File: config.mk
export PLATFORM = sky130hd
export DESIGN_NAME = ppd_channel
export DESIGN_NICKNAME = d
export VERILOG_FILES = /design/src/hdl/ppd_pkg.sv /design/src/hdl/ppd_channel.sv
export SDC_FILE = /design/constraint.sdc
export NUM_CORES = 1
export LEC_CHECK = 0
export ABC_CLOCK_PERIOD_IN_PS = 3500
export BUFFER_PORTS_ARGS = -buffer_cell sky130_fd_sc_hd__buf_4
export CORE_AREA = 2 2 168 170
export DETAILED_ROUTE_END_ITERATION = 6
export DIE_AREA = 0 0 170 172
export PLACE_DENSITY = 0.76
export SETUP_SLACK_MARGIN = 0.5
export SLEW_MARGIN = 20
export SYNTH_ARGS = -nofsm -noshare
export SYNTH_HDL_FRONTEND = slang
export SYNTH_SLANG_ARGS = --single-unit
File: constraint.sdc
create_clock -name clk -period 3.5 [get_ports clk]
set_input_delay 0.525 -clock clk [delete_from_list [all_inputs] [get_ports clk]]
set_output_delay 0.525 -clock clk [all_outputs]
set_load 0.1 [all_outputs]
File: src/hdl/ppd_pkg.sv
// Package of constants and types for the PWM phase, dead-time and trigger block
package ppd_pkg;

  // ********************************************************************
  // Register map (byte addresses, one aligned word each)
  // ********************************************************************
  localparam logic [7:0] ADDR_SEC_DUTY = 8'h00;
  localparam logic [7:0] ADDR_PRI_PHASE = 8'h04;
  localparam logic [7:0] ADDR_SEC_PHASE = 8'h08;
  localparam logic [7:0] ADDR_DT_PRI = 8'h0C;
  localparam logic [7:0] ADDR_DT_ALT = 8'h10;
  localparam logic [7:0] ADDR_TRIG_CTRL = 8'h14;
  localparam logic [7:0] ADDR_CONTROL = 8'h18;
  localparam logic [7:0] ADDR_PRI_DUTY = 8'h1C;
  localparam logic [7:0] ADDR_MASTER_PER = 8'h20;
  localparam logic [7:0] ADDR_IRQ_STATUS = 8'h24;
  localparam logic [7:0] ADDR_IRQ_MASK = 8'h28;

  // ********************************************************************
  // Field layouts
  // ********************************************************************
  localparam int DT_MSB = 13;
  localparam int TDIV_LSB = 12;
  localparam int TSTRT_MSB = 5;
  localparam int CTL_ENABLE = 0;
  localparam int CTL_IMMED = 1;
  localparam int CTL_ITB = 2;
  localparam int CTL_PIN_PAIR_MODE_LSB = 3;
  localparam int IRQ_PERIOD = 0;
  localparam int IRQ_TRIGGER = 1;
  localparam int IRQ_BITS = 2;

  localparam logic [15:0] RESET_WORD = 16'h0000;
  localparam logic [15:0] DT_MASK = 16'h3FFF;
  localparam logic [15:0] TRG_MASK = 16'hF03F;
  localparam logic [15:0] CTL_MASK = 16'h001F;

  // ********************************************************************
  // Types
  // ********************************************************************
  typedef enum logic [1:0] {
    PM_COMPLEMENTARY = 2'h0,
    PM_REDUNDANT = 2'h1,
    PM_PUSH_PULL = 2'h2,
    PM_INDEPENDENT = 2'h3
  } ppd_pmode_t;

  typedef struct packed {
    logic [15:0] duty;
    logic [15:0] secDuty;
    logic [15:0] phase;
    logic [15:0] secPhase;
    logic [13:0] deadPri;
    logic [13:0] deadAlt;
  } ppd_timing_t;

endpackage

File: src/hdl/ppd_channel.sv
// One PWM channel: timing registers, two time bases, dead time, trigger
//
// Implementation choices: the register offsets and the Wishbone register port.
`timescale 1ns/1ps

// Functional notes
// RULE1: Secondary duty drives low side, independent only
// RULE2: INDEPENDENT_PERIOD_SEL clear, paired modes: phase shifts both
// RULE3: INDEPENDENT_PERIOD_SEL set, paired modes: phase is period
// RULE4: Paired modes ignore the secondary phase register
// RULE5: Independent, INDEPENDENT_PERIOD_SEL clear: secondary phase shifts low
// RULE6: Independent, INDEPENDENT_PERIOD_SEL set: secondary phase is low period
// RULE7: Primary dead time 14 bits, top reads zero
// RULE8: Alternate dead time 14 bits, top reads zero
// RULE9: Trigger every (N+1)th event
// RULE10: First trigger delayed N PWM cycles after enable
// RULE11: Only primary generator raises trigger interrupts
// RULE12: Pin mode 11 indep, 10 push-pull, 01 redundant, 00 compl
// RULE13: Active values load at period end unless immediate
// RULE14: INDEPENDENT_PERIOD_SEL set uses phase as period, else master period
// RULE15: Disable clears postscaler and start-delay counts
// RULE16: Six timing registers reset zero, full word access
module ppd_channel
  import ppd_pkg::*;
(
  input wire logic clk, // 100 MHz clock
  input wire logic rstn, // Async reset, active low
  input wire logic [7:0] wb_adr_i, // Byte address
  input wire logic [31:0] wb_dat_i, // Write data
  input wire logic [3:0] wb_sel_i, // Byte enables
  input wire logic wb_we_i, // Write strobe
  input wire logic wb_cyc_i, // Bus cycle
  input wire logic wb_stb_i, // Strobe
  output logic [31:0] wb_dat_o, // Read data
  output logic wb_ack_o, // Acknowledge
  output logic highSideOut, // High-side gate drive
  output logic lowSideOut, // Low-side gate drive
  output logic adcTrigger, // One-cycle ADC trigger pulse
  output logic irq // Level interrupt
);

  // ********************************************************************
  // Register file
  // ********************************************************************
  logic [15:0] secDuty_reg, priPhase_reg, secPhase_reg;
  logic [15:0] deadPri_reg, deadAlt_reg, trigCtrl_reg;
  logic [15:0] control_reg, priDuty_reg, masterPer_reg;
  logic [IRQ_BITS-1:0] irqStat_reg, irqMask_reg;
  ppd_timing_t active_reg, shadow;
  logic enable, immediate, independent_period_sel;
  ppd_pmode_t pmode;
  logic busReq, wrReq, rdStat;
  logic priEnd, secEnd, trigEvent, trigFire;

  function automatic logic [15:0] merge16(input logic [15:0] old,
                                          input logic [31:0] d,
                                          input logic [3:0] sel);
    merge16 = {sel[1] ? d[15:8] : old[15:8], sel[0] ? d[7:0] : old[7:0]};
  endfunction

  assign enable = control_reg[CTL_ENABLE];
  assign immediate = control_reg[CTL_IMMED];
  assign independent_period_sel = control_reg[CTL_ITB];
  assign pmode = ppd_pmode_t'(control_reg[CTL_PIN_PAIR_MODE_LSB +: 2]); // RULE12
  // Ack low in the term keeps a request held through its ack from being
  // taken twice: the slave answers every other cycle at most
  assign busReq = wb_cyc_i && wb_stb_i && !wb_ack_o;
  assign wrReq = busReq && wb_we_i;
  assign rdStat = busReq && !wb_we_i && wb_adr_i == ADDR_IRQ_STATUS;

  always_ff @(posedge clk or negedge rstn) begin
    if (!rstn) begin
      secDuty_reg <= RESET_WORD; // RULE16
      priPhase_reg <= RESET_WORD;
      secPhase_reg <= RESET_WORD;
      deadPri_reg <= RESET_WORD;
      deadAlt_reg <= RESET_WORD;
      trigCtrl_reg <= RESET_WORD;
      control_reg <= RESET_WORD;
      priDuty_reg <= RESET_WORD;
      masterPer_reg <= RESET_WORD;
      irqMask_reg <= '0;
    end else if (wrReq) begin
      // Reserved bits are masked here, so they can only read back zero
      unique case (wb_adr_i)
        ADDR_SEC_DUTY: secDuty_reg <= merge16(secDuty_reg, wb_dat_i,
                                               wb_sel_i);
        ADDR_PRI_PHASE: priPhase_reg <= merge16(priPhase_reg, wb_dat_i,
                                                 wb_sel_i);
        ADDR_SEC_PHASE: secPhase_reg <= merge16(secPhase_reg, wb_dat_i,
                                                 wb_sel_i);
        ADDR_DT_PRI: deadPri_reg <= merge16(deadPri_reg, wb_dat_i,
                                             wb_sel_i) & DT_MASK; // RULE7
        ADDR_DT_ALT: deadAlt_reg <= merge16(deadAlt_reg, wb_dat_i,
                                             wb_sel_i) & DT_MASK; // RULE8
        ADDR_TRIG_CTRL: trigCtrl_reg <= merge16(trigCtrl_reg, wb_dat_i,
                                                 wb_sel_i) & TRG_MASK;
        ADDR_CONTROL: control_reg <= merge16(control_reg, wb_dat_i,
                                              wb_sel_i) & CTL_MASK;
        ADDR_PRI_DUTY: priDuty_reg <= merge16(priDuty_reg, wb_dat_i,
                                               wb_sel_i);
        ADDR_MASTER_PER: masterPer_reg <= merge16(masterPer_reg, wb_dat_i,
                                                   wb_sel_i);
        ADDR_IRQ_MASK: if (wb_sel_i[0]) irqMask_reg <= wb_dat_i[1:0];
        default: ;
      endcase
    end
  end

  // Unmapped addresses still ack and read zero so the bus never hangs
  // Read data is zero outside ack, so slave outputs can be ORed
  always_ff @(posedge clk or negedge rstn) begin
    if (!rstn) begin
      wb_ack_o <= 1'b0;
      wb_dat_o <= '0;
    end else begin
      wb_ack_o <= busReq;
      wb_dat_o <= '0;
      if (busReq && !wb_we_i) begin
        unique case (wb_adr_i)
          ADDR_SEC_DUTY: wb_dat_o <= {16'h0000, secDuty_reg};
          ADDR_PRI_PHASE: wb_dat_o <= {16'h0000, priPhase_reg};
          ADDR_SEC_PHASE: wb_dat_o <= {16'h0000, secPhase_reg};
          ADDR_DT_PRI: wb_dat_o <= {16'h0000, deadPri_reg};
          ADDR_DT_ALT: wb_dat_o <= {16'h0000, deadAlt_reg};
          ADDR_TRIG_CTRL: wb_dat_o <= {16'h0000, trigCtrl_reg};
          ADDR_CONTROL: wb_dat_o <= {16'h0000, control_reg};
          ADDR_PRI_DUTY: wb_dat_o <= {16'h0000, priDuty_reg};
          ADDR_MASTER_PER: wb_dat_o <= {16'h0000, masterPer_reg};
          ADDR_IRQ_STATUS: wb_dat_o <= {30'h00000000, irqStat_reg};
          ADDR_IRQ_MASK: wb_dat_o <= {30'h00000000, irqMask_reg};
          default: wb_dat_o <= '0;
        endcase
      end
    end
  end

  // ********************************************************************
  // Active copies of the timing values
  // ********************************************************************
  assign shadow = '{duty: priDuty_reg, secDuty: secDuty_reg,
                    phase: priPhase_reg, secPhase: secPhase_reg,
                    deadPri: deadPri_reg[DT_MSB:0],
                    deadAlt: deadAlt_reg[DT_MSB:0]};

  // Copies follow the writable registers freely while disabled, so the
  // first period after enable already uses the values written before it
  always_ff @(posedge clk or negedge rstn) begin
    if (!rstn)
      active_reg <= '0;
    else if (immediate || !enable || priEnd) // RULE13
      active_reg <= shadow;
  end

  // ********************************************************************
  // Time bases
  // ********************************************************************
  logic [15:0] priCnt_reg, secCnt_reg, priPeriod, secPeriod;
  logic indep;
  assign indep = pmode == PM_INDEPENDENT;
  assign priPeriod = independent_period_sel ? active_reg.phase : masterPer_reg; // RULE14 RULE3
  // Low side gets its own period only in independent mode
  assign secPeriod = (indep && independent_period_sel) ? active_reg.secPhase : priPeriod; // RULE6
  // Greater-or-equal, not equal: a period written below the running count
  // ends the period at once instead of letting the counter run to wrap
  assign priEnd = priCnt_reg >= priPeriod;
  assign secEnd = secCnt_reg >= secPeriod;

  // With INDEPENDENT_PERIOD_SEL clear, phase loads as the counter start when the channel comes up; set, the counter starts at zero
  always_ff @(posedge clk or negedge rstn) begin
    if (!rstn) begin
      priCnt_reg <= '0;
      secCnt_reg <= '0;
    end else if (!enable) begin
      priCnt_reg <= independent_period_sel ? 16'h0000 : shadow.phase; // RULE2
      secCnt_reg <= (!indep) ? (independent_period_sel ? 16'h0000 : shadow.phase) // RULE4
                  : (independent_period_sel ? 16'h0000 : shadow.secPhase); // RULE5
    end else begin
      priCnt_reg <= priEnd ? 16'h0000 : priCnt_reg + 16'h0001;
      secCnt_reg <= secEnd ? 16'h0000 : secCnt_reg + 16'h0001;
    end
  end

  // ********************************************************************
  // Outputs with dead time
  // ********************************************************************
  logic rawH, rawL, prevH_reg, hEdge, dtBlank;
  logic [13:0] dtCnt_reg, dtEdgeVal;
  assign rawH = priCnt_reg < active_reg.duty;
  assign rawL = secCnt_reg < active_reg.secDuty; // RULE1
  // The band opens in the very cycle the high side changes, so neither
  // gate shows the new level before the band has run out; a late band
  // would let a short glitch reach the gate driver first
  assign hEdge = rawH != prevH_reg;
  assign dtEdgeVal = rawH ? active_reg.deadPri // RULE7
                          : active_reg.deadAlt; // RULE8
  assign dtBlank = hEdge ? dtEdgeVal != 14'h0000 : dtCnt_reg != 14'h0000;

  always_ff @(posedge clk or negedge rstn) begin
    if (!rstn) begin
      prevH_reg <= 1'b0;
      dtCnt_reg <= '0;
    end else if (!enable) begin
      // Cleared so that the first rise after enable gets its band too
      prevH_reg <= 1'b0;
      dtCnt_reg <= '0;
    end else begin
      prevH_reg <= rawH;
      if (hEdge)
        dtCnt_reg <= dtBlank ? dtEdgeVal - 14'h0001 : 14'h0000;
      else if (dtBlank)
        dtCnt_reg <= dtCnt_reg - 14'h0001;
    end
  end

  always_ff @(posedge clk or negedge rstn) begin
    if (!rstn) begin
      highSideOut <= 1'b0;
      lowSideOut <= 1'b0;
    end else if (!enable) begin
      highSideOut <= 1'b0;
      lowSideOut <= 1'b0;
    end else begin
      unique case (pmode)
        PM_COMPLEMENTARY: begin
          highSideOut <= rawH && !dtBlank; // RULE7
          lowSideOut <= !rawH && !dtBlank; // RULE8
        end
        // Both pins carry the high-side waveform
        PM_REDUNDANT: begin
          highSideOut <= rawH;
          lowSideOut <= rawH;
        end
        // Alternates on the counter LSB: a simplification, not the
        // period-by-period alternation of a full push-pull stage
        PM_PUSH_PULL: begin
          highSideOut <= rawH && !priCnt_reg[0];
          lowSideOut <= rawH && priCnt_reg[0];
        end
        PM_INDEPENDENT: begin
          highSideOut <= rawH;
          lowSideOut <= rawL; // RULE1
        end
      endcase
    end
  end

  // ********************************************************************
  // Trigger postscaler and start delay
  // ********************************************************************
  logic [3:0] postCnt_reg;
  logic [5:0] startCnt_reg;
  logic started;
  // The start count stops once it reaches the delay, so it never wraps
  assign started = startCnt_reg >= trigCtrl_reg[TSTRT_MSB:0];
  // Trigger event is the primary period start; secondary never triggers
  assign trigEvent = enable && priEnd && started; // RULE11
  assign trigFire = trigEvent
                    && postCnt_reg == trigCtrl_reg[TDIV_LSB +: 4]; // RULE9

  always_ff @(posedge clk or negedge rstn) begin
    if (!rstn) begin
      postCnt_reg <= '0;
      startCnt_reg <= '0;
      adcTrigger <= 1'b0;
    end else if (!enable) begin
      postCnt_reg <= '0; // RULE15
      startCnt_reg <= '0;
      adcTrigger <= 1'b0;
    end else begin
      adcTrigger <= trigFire;
      if (priEnd && !started)
        startCnt_reg <= startCnt_reg + 6'h01; // RULE10
      if (trigEvent)
        postCnt_reg <= trigFire ? 4'h0 : postCnt_reg + 4'h1; // RULE9
    end
  end

  // ********************************************************************
  // Interrupts: set wins over the read-clear
  // ********************************************************************
  logic [IRQ_BITS-1:0] irqSet, irqStat_next;
  assign irqSet = {trigFire, enable && priEnd}; // RULE11
  // Event bits are sticky; an event in the cycle of the clearing read
  // survives it, so no event is ever lost between two reads
  assign irqStat_next = (rdStat ? '0 : irqStat_reg) | irqSet;

  always_ff @(posedge clk or negedge rstn) begin
    if (!rstn) begin
      irqStat_reg <= '0;
      irq <= 1'b0;
    end else begin
      irqStat_reg <= irqStat_next;
      irq <= |(irqStat_next & irqMask_reg);
    end
  end

endmodule

==> impl_metrics.toml <==
[cts]
clock_path_buffers = 3
cts.sinks = 297
cts-buffers-inserted = 31
htree_levels = 1
path_clk_slew_ns = 0.06
clk_latency_ns = 0.57
cts_tree = "built"
root_buffer = "clkbuf_16"

[die]
die_w_microns = 170
core_sq_um = 27500
initial_utilization_pct = 55.3
die_h_microns = 172
ios = 86
dieArea_sq_um = 29200
rows = 61

[critical_path]
crit_family = "compound AO/OA/AOI/OAI gates"
required_ns = 3.95
cp-end-kind = "register"
worstSetupStartpointType = "register"
crit_path_max_incr_delay_ns = 0.39
worstPathCellList = "inv_2, ha_4, a211o_1, a31oi_2, o311a_1, o21a_4, mux2i_2, ha_2, nand4b_1, buf_4, or3_4, nor3_4, xnor2_1, nand2_1, o211ai_1, a21oi_1"
path_class = "register to register"
cp_max_fo = 3
critPathArrivalTime_ns = 3.92
critPathBufInv = 2
critPathSlowestCell = "dfrtp_1"

[power]
power_mw = 7.63
p_per_area_nw_per_um2 = 399
p_leak_nw = 9.05
ir_drop_mv = 0.477

[synthesis]
synth_top_area_cell = "dfrtp_1"
synth.area.mux_share_pct = 18.8
ys_ff_latch = 297
yosys.area.top_type_share_pct = 48.9
synthSimpleGateAreaFrac_pct = 8.48
postSynth.asyncResetShare_pct = 100
synthTopCellsByArea = "dfrtp_1 (49%), mux2_2 (16%), ha_1 (6.1%)"
ys.flop_type = "dfrtp_1"
avgSynthCellArea_sq_um = 11.7
synth_compound_area_share_pct = 10.4
synth_area_sq_um = 15200
synth-edff-count = 0
ys_warn_count = 0
syn_inst = 1305
ys_types = 66
synth_top_family_by_area = "multiplexers"
yosysSeqAreaShare_pct = 48.9
synth_xor_area_share_pct = 4.03
synth_fa_ha_area_share_pct = 6.09

[detailed_routing]
dr.pass1.iters = 6
wl_per_cell_microns = 24.1
routed-via-count = 11500
drt-initial-drc-count = 999
drc_errors = 0
drt.antenna.violating_nets = 0
vias_per_cell = 6.35
routed_wl_mm = 43.7

[layout]
fin_cells = 1817
fin_nets = 1569
largest_reg_flops = 92
layout_common_cells = "dfrtp_1 (292), mux2_2 (129), buf_4 (102)"
fin_area_sq_um = 19100
syn_to_final_growth_pct = 25.7
layout-drive-gt1-share_pct = 35.7
finish.utilization_pct = 69.6
layout_commonest_cell = "dfrtp_1"

[place]
place_area_sq_um = 16300
place_congestion = 0.883
dp_hpwl_mm = 27.5
dp_slack_ns = -0.0555
dp.cells = 1704
io_buffers = 51

[timing]
finClkSkew_ns = 0.0102
finalHoldViolCount = 0
relSlewSlack_pct = 26.7
worst_slack_ns = 0.0285
fin_setup_tns_ns = 0
finalSetupViolations = 0
fmax_ghz = 0.288
hold_ws_ns = 0.226
finalCriticalPeriod_ns = 3.47
worstMarginPinSlew_ns = 1.09
slew_violations = 0
fin_crit_sh_pct = 99.2
rsz0062_at_grt = "true"

[grt]
antenna_found_initial = 0
grt.total_usage_pct = 29.6
first_global_vias = 12000
grt_overflow_total = 0
grt_first_pass_wirelength_mm = 66.9
grt_max_degree = 91

[outcome]
status = "completed"

[flow_run]
drv_cap = 0

[min_path]
min_path_type = "input port to register"
-- routing by layer --
metal | vias up | share of wire, % | track usage (%)
met1 | 5887 | 41 | 40.0
met5 | - | 0 | 0
met2 | 510 | 49 | 49.7
met4 | 0 | 3.7 | 10.7
li1 | 5040 | - | -
met3 | 106 | 6.5 | 3.41
-- worst register-to-register path, delay by kind of cell, from the launching register on --
| family | cells | cell delay [ns] |
|---|---|---|
| flops | 1 | 0.39 |
| xor+xnor | 1 | 0.14 |
| fa+ha+maj | 2 | 0.44 |
| simple gates | 4 | 0.74 |
| compound gates | 6 | 1.10 |
| mux | 1 | 0.26 |
| buf+inv | 2 | 0.30 |
-- repair_timing --
item,4_1_cts,5_1_grt
setup buffers,33,11
hold endpoints to repair,1,0
endpoints found under the setup margin,129,134
hold buffers,1,0
pin swaps,35,40
gates resized for setup,144,98
gates cloned,10,0
-- area by class of cell --
| type | instances | area [sq um] |
|---|---|---|
| multi-input combinational | 912 | 8240 |
| clock buffer | 36 | 835 |
| inverter | 48 | 180 |
| sequential | 297 | 7440 |
| antenna | 2 | 5.00 |
| tap | 346 | 433 |
| fill | 1821 | 8360 |
| timing repair buffer | 156 | 1700 |
| clock inverter | 20 | 282 |
-- power breakdown --
group          leakage (nW)  internal (mW)  total, mW  switching [mW]
logic                  4.37          0.192      0.567           0.375
registers              4.13           3.46       3.48          0.0274
clock network         0.548           2.15       3.58            1.43
total                  9.05           5.80       7.63            1.83
-- synth_stat cells (11+ instances only) --
library cell and instances:
o22ai_1 18, o21ai_0 45, nand4_1 11, a22oi_1 33
nand2_1 96, clkbuf_1 30, a21oi_1 37, mux2_2 219
a222oi_1 11, xnor2_1 28, mux2i_1 39, a31oi_1 16
dfrtp_1 297, nor3_1 17, a21o_1 12, ha_1 74
buf_4 17, inv_1 47, nand3_1 20, nor2_1 51
xor2_1 42
-- kinds of logic after synthesis --
group                      after synthesis
muxes                                  258
xor gates and xnor gates                70
other                                    1
and+or+nand+nor                        264
adders and majority gates               74
AOI/OAI and AO/OA                      230
DFF                                    297
buffers and inverters                  111
-- path summary, 6_finish.rpt --
kind | slack (ns) | depth (start not counted) | to | startpoint
min in group asynchronous | 0.56 | 2 | active_reg[25] | rstn
min | 0.23 | 3 | wb_ack_o | wb_stb_i
max in group asynchronous | 2.01 | 3 | priDuty_reg[11] | rstn
max reg2reg | 0.03 | 16 | dtCnt_reg[12] | active_reg[78]
max | 0.03 | 16 | dtCnt_reg[12] | active_reg[78]
min reg2reg | 0.48 | 1 | wb_ack_o | wb_ack_o
Note: power is estimated with default switching activity, not from simulation.
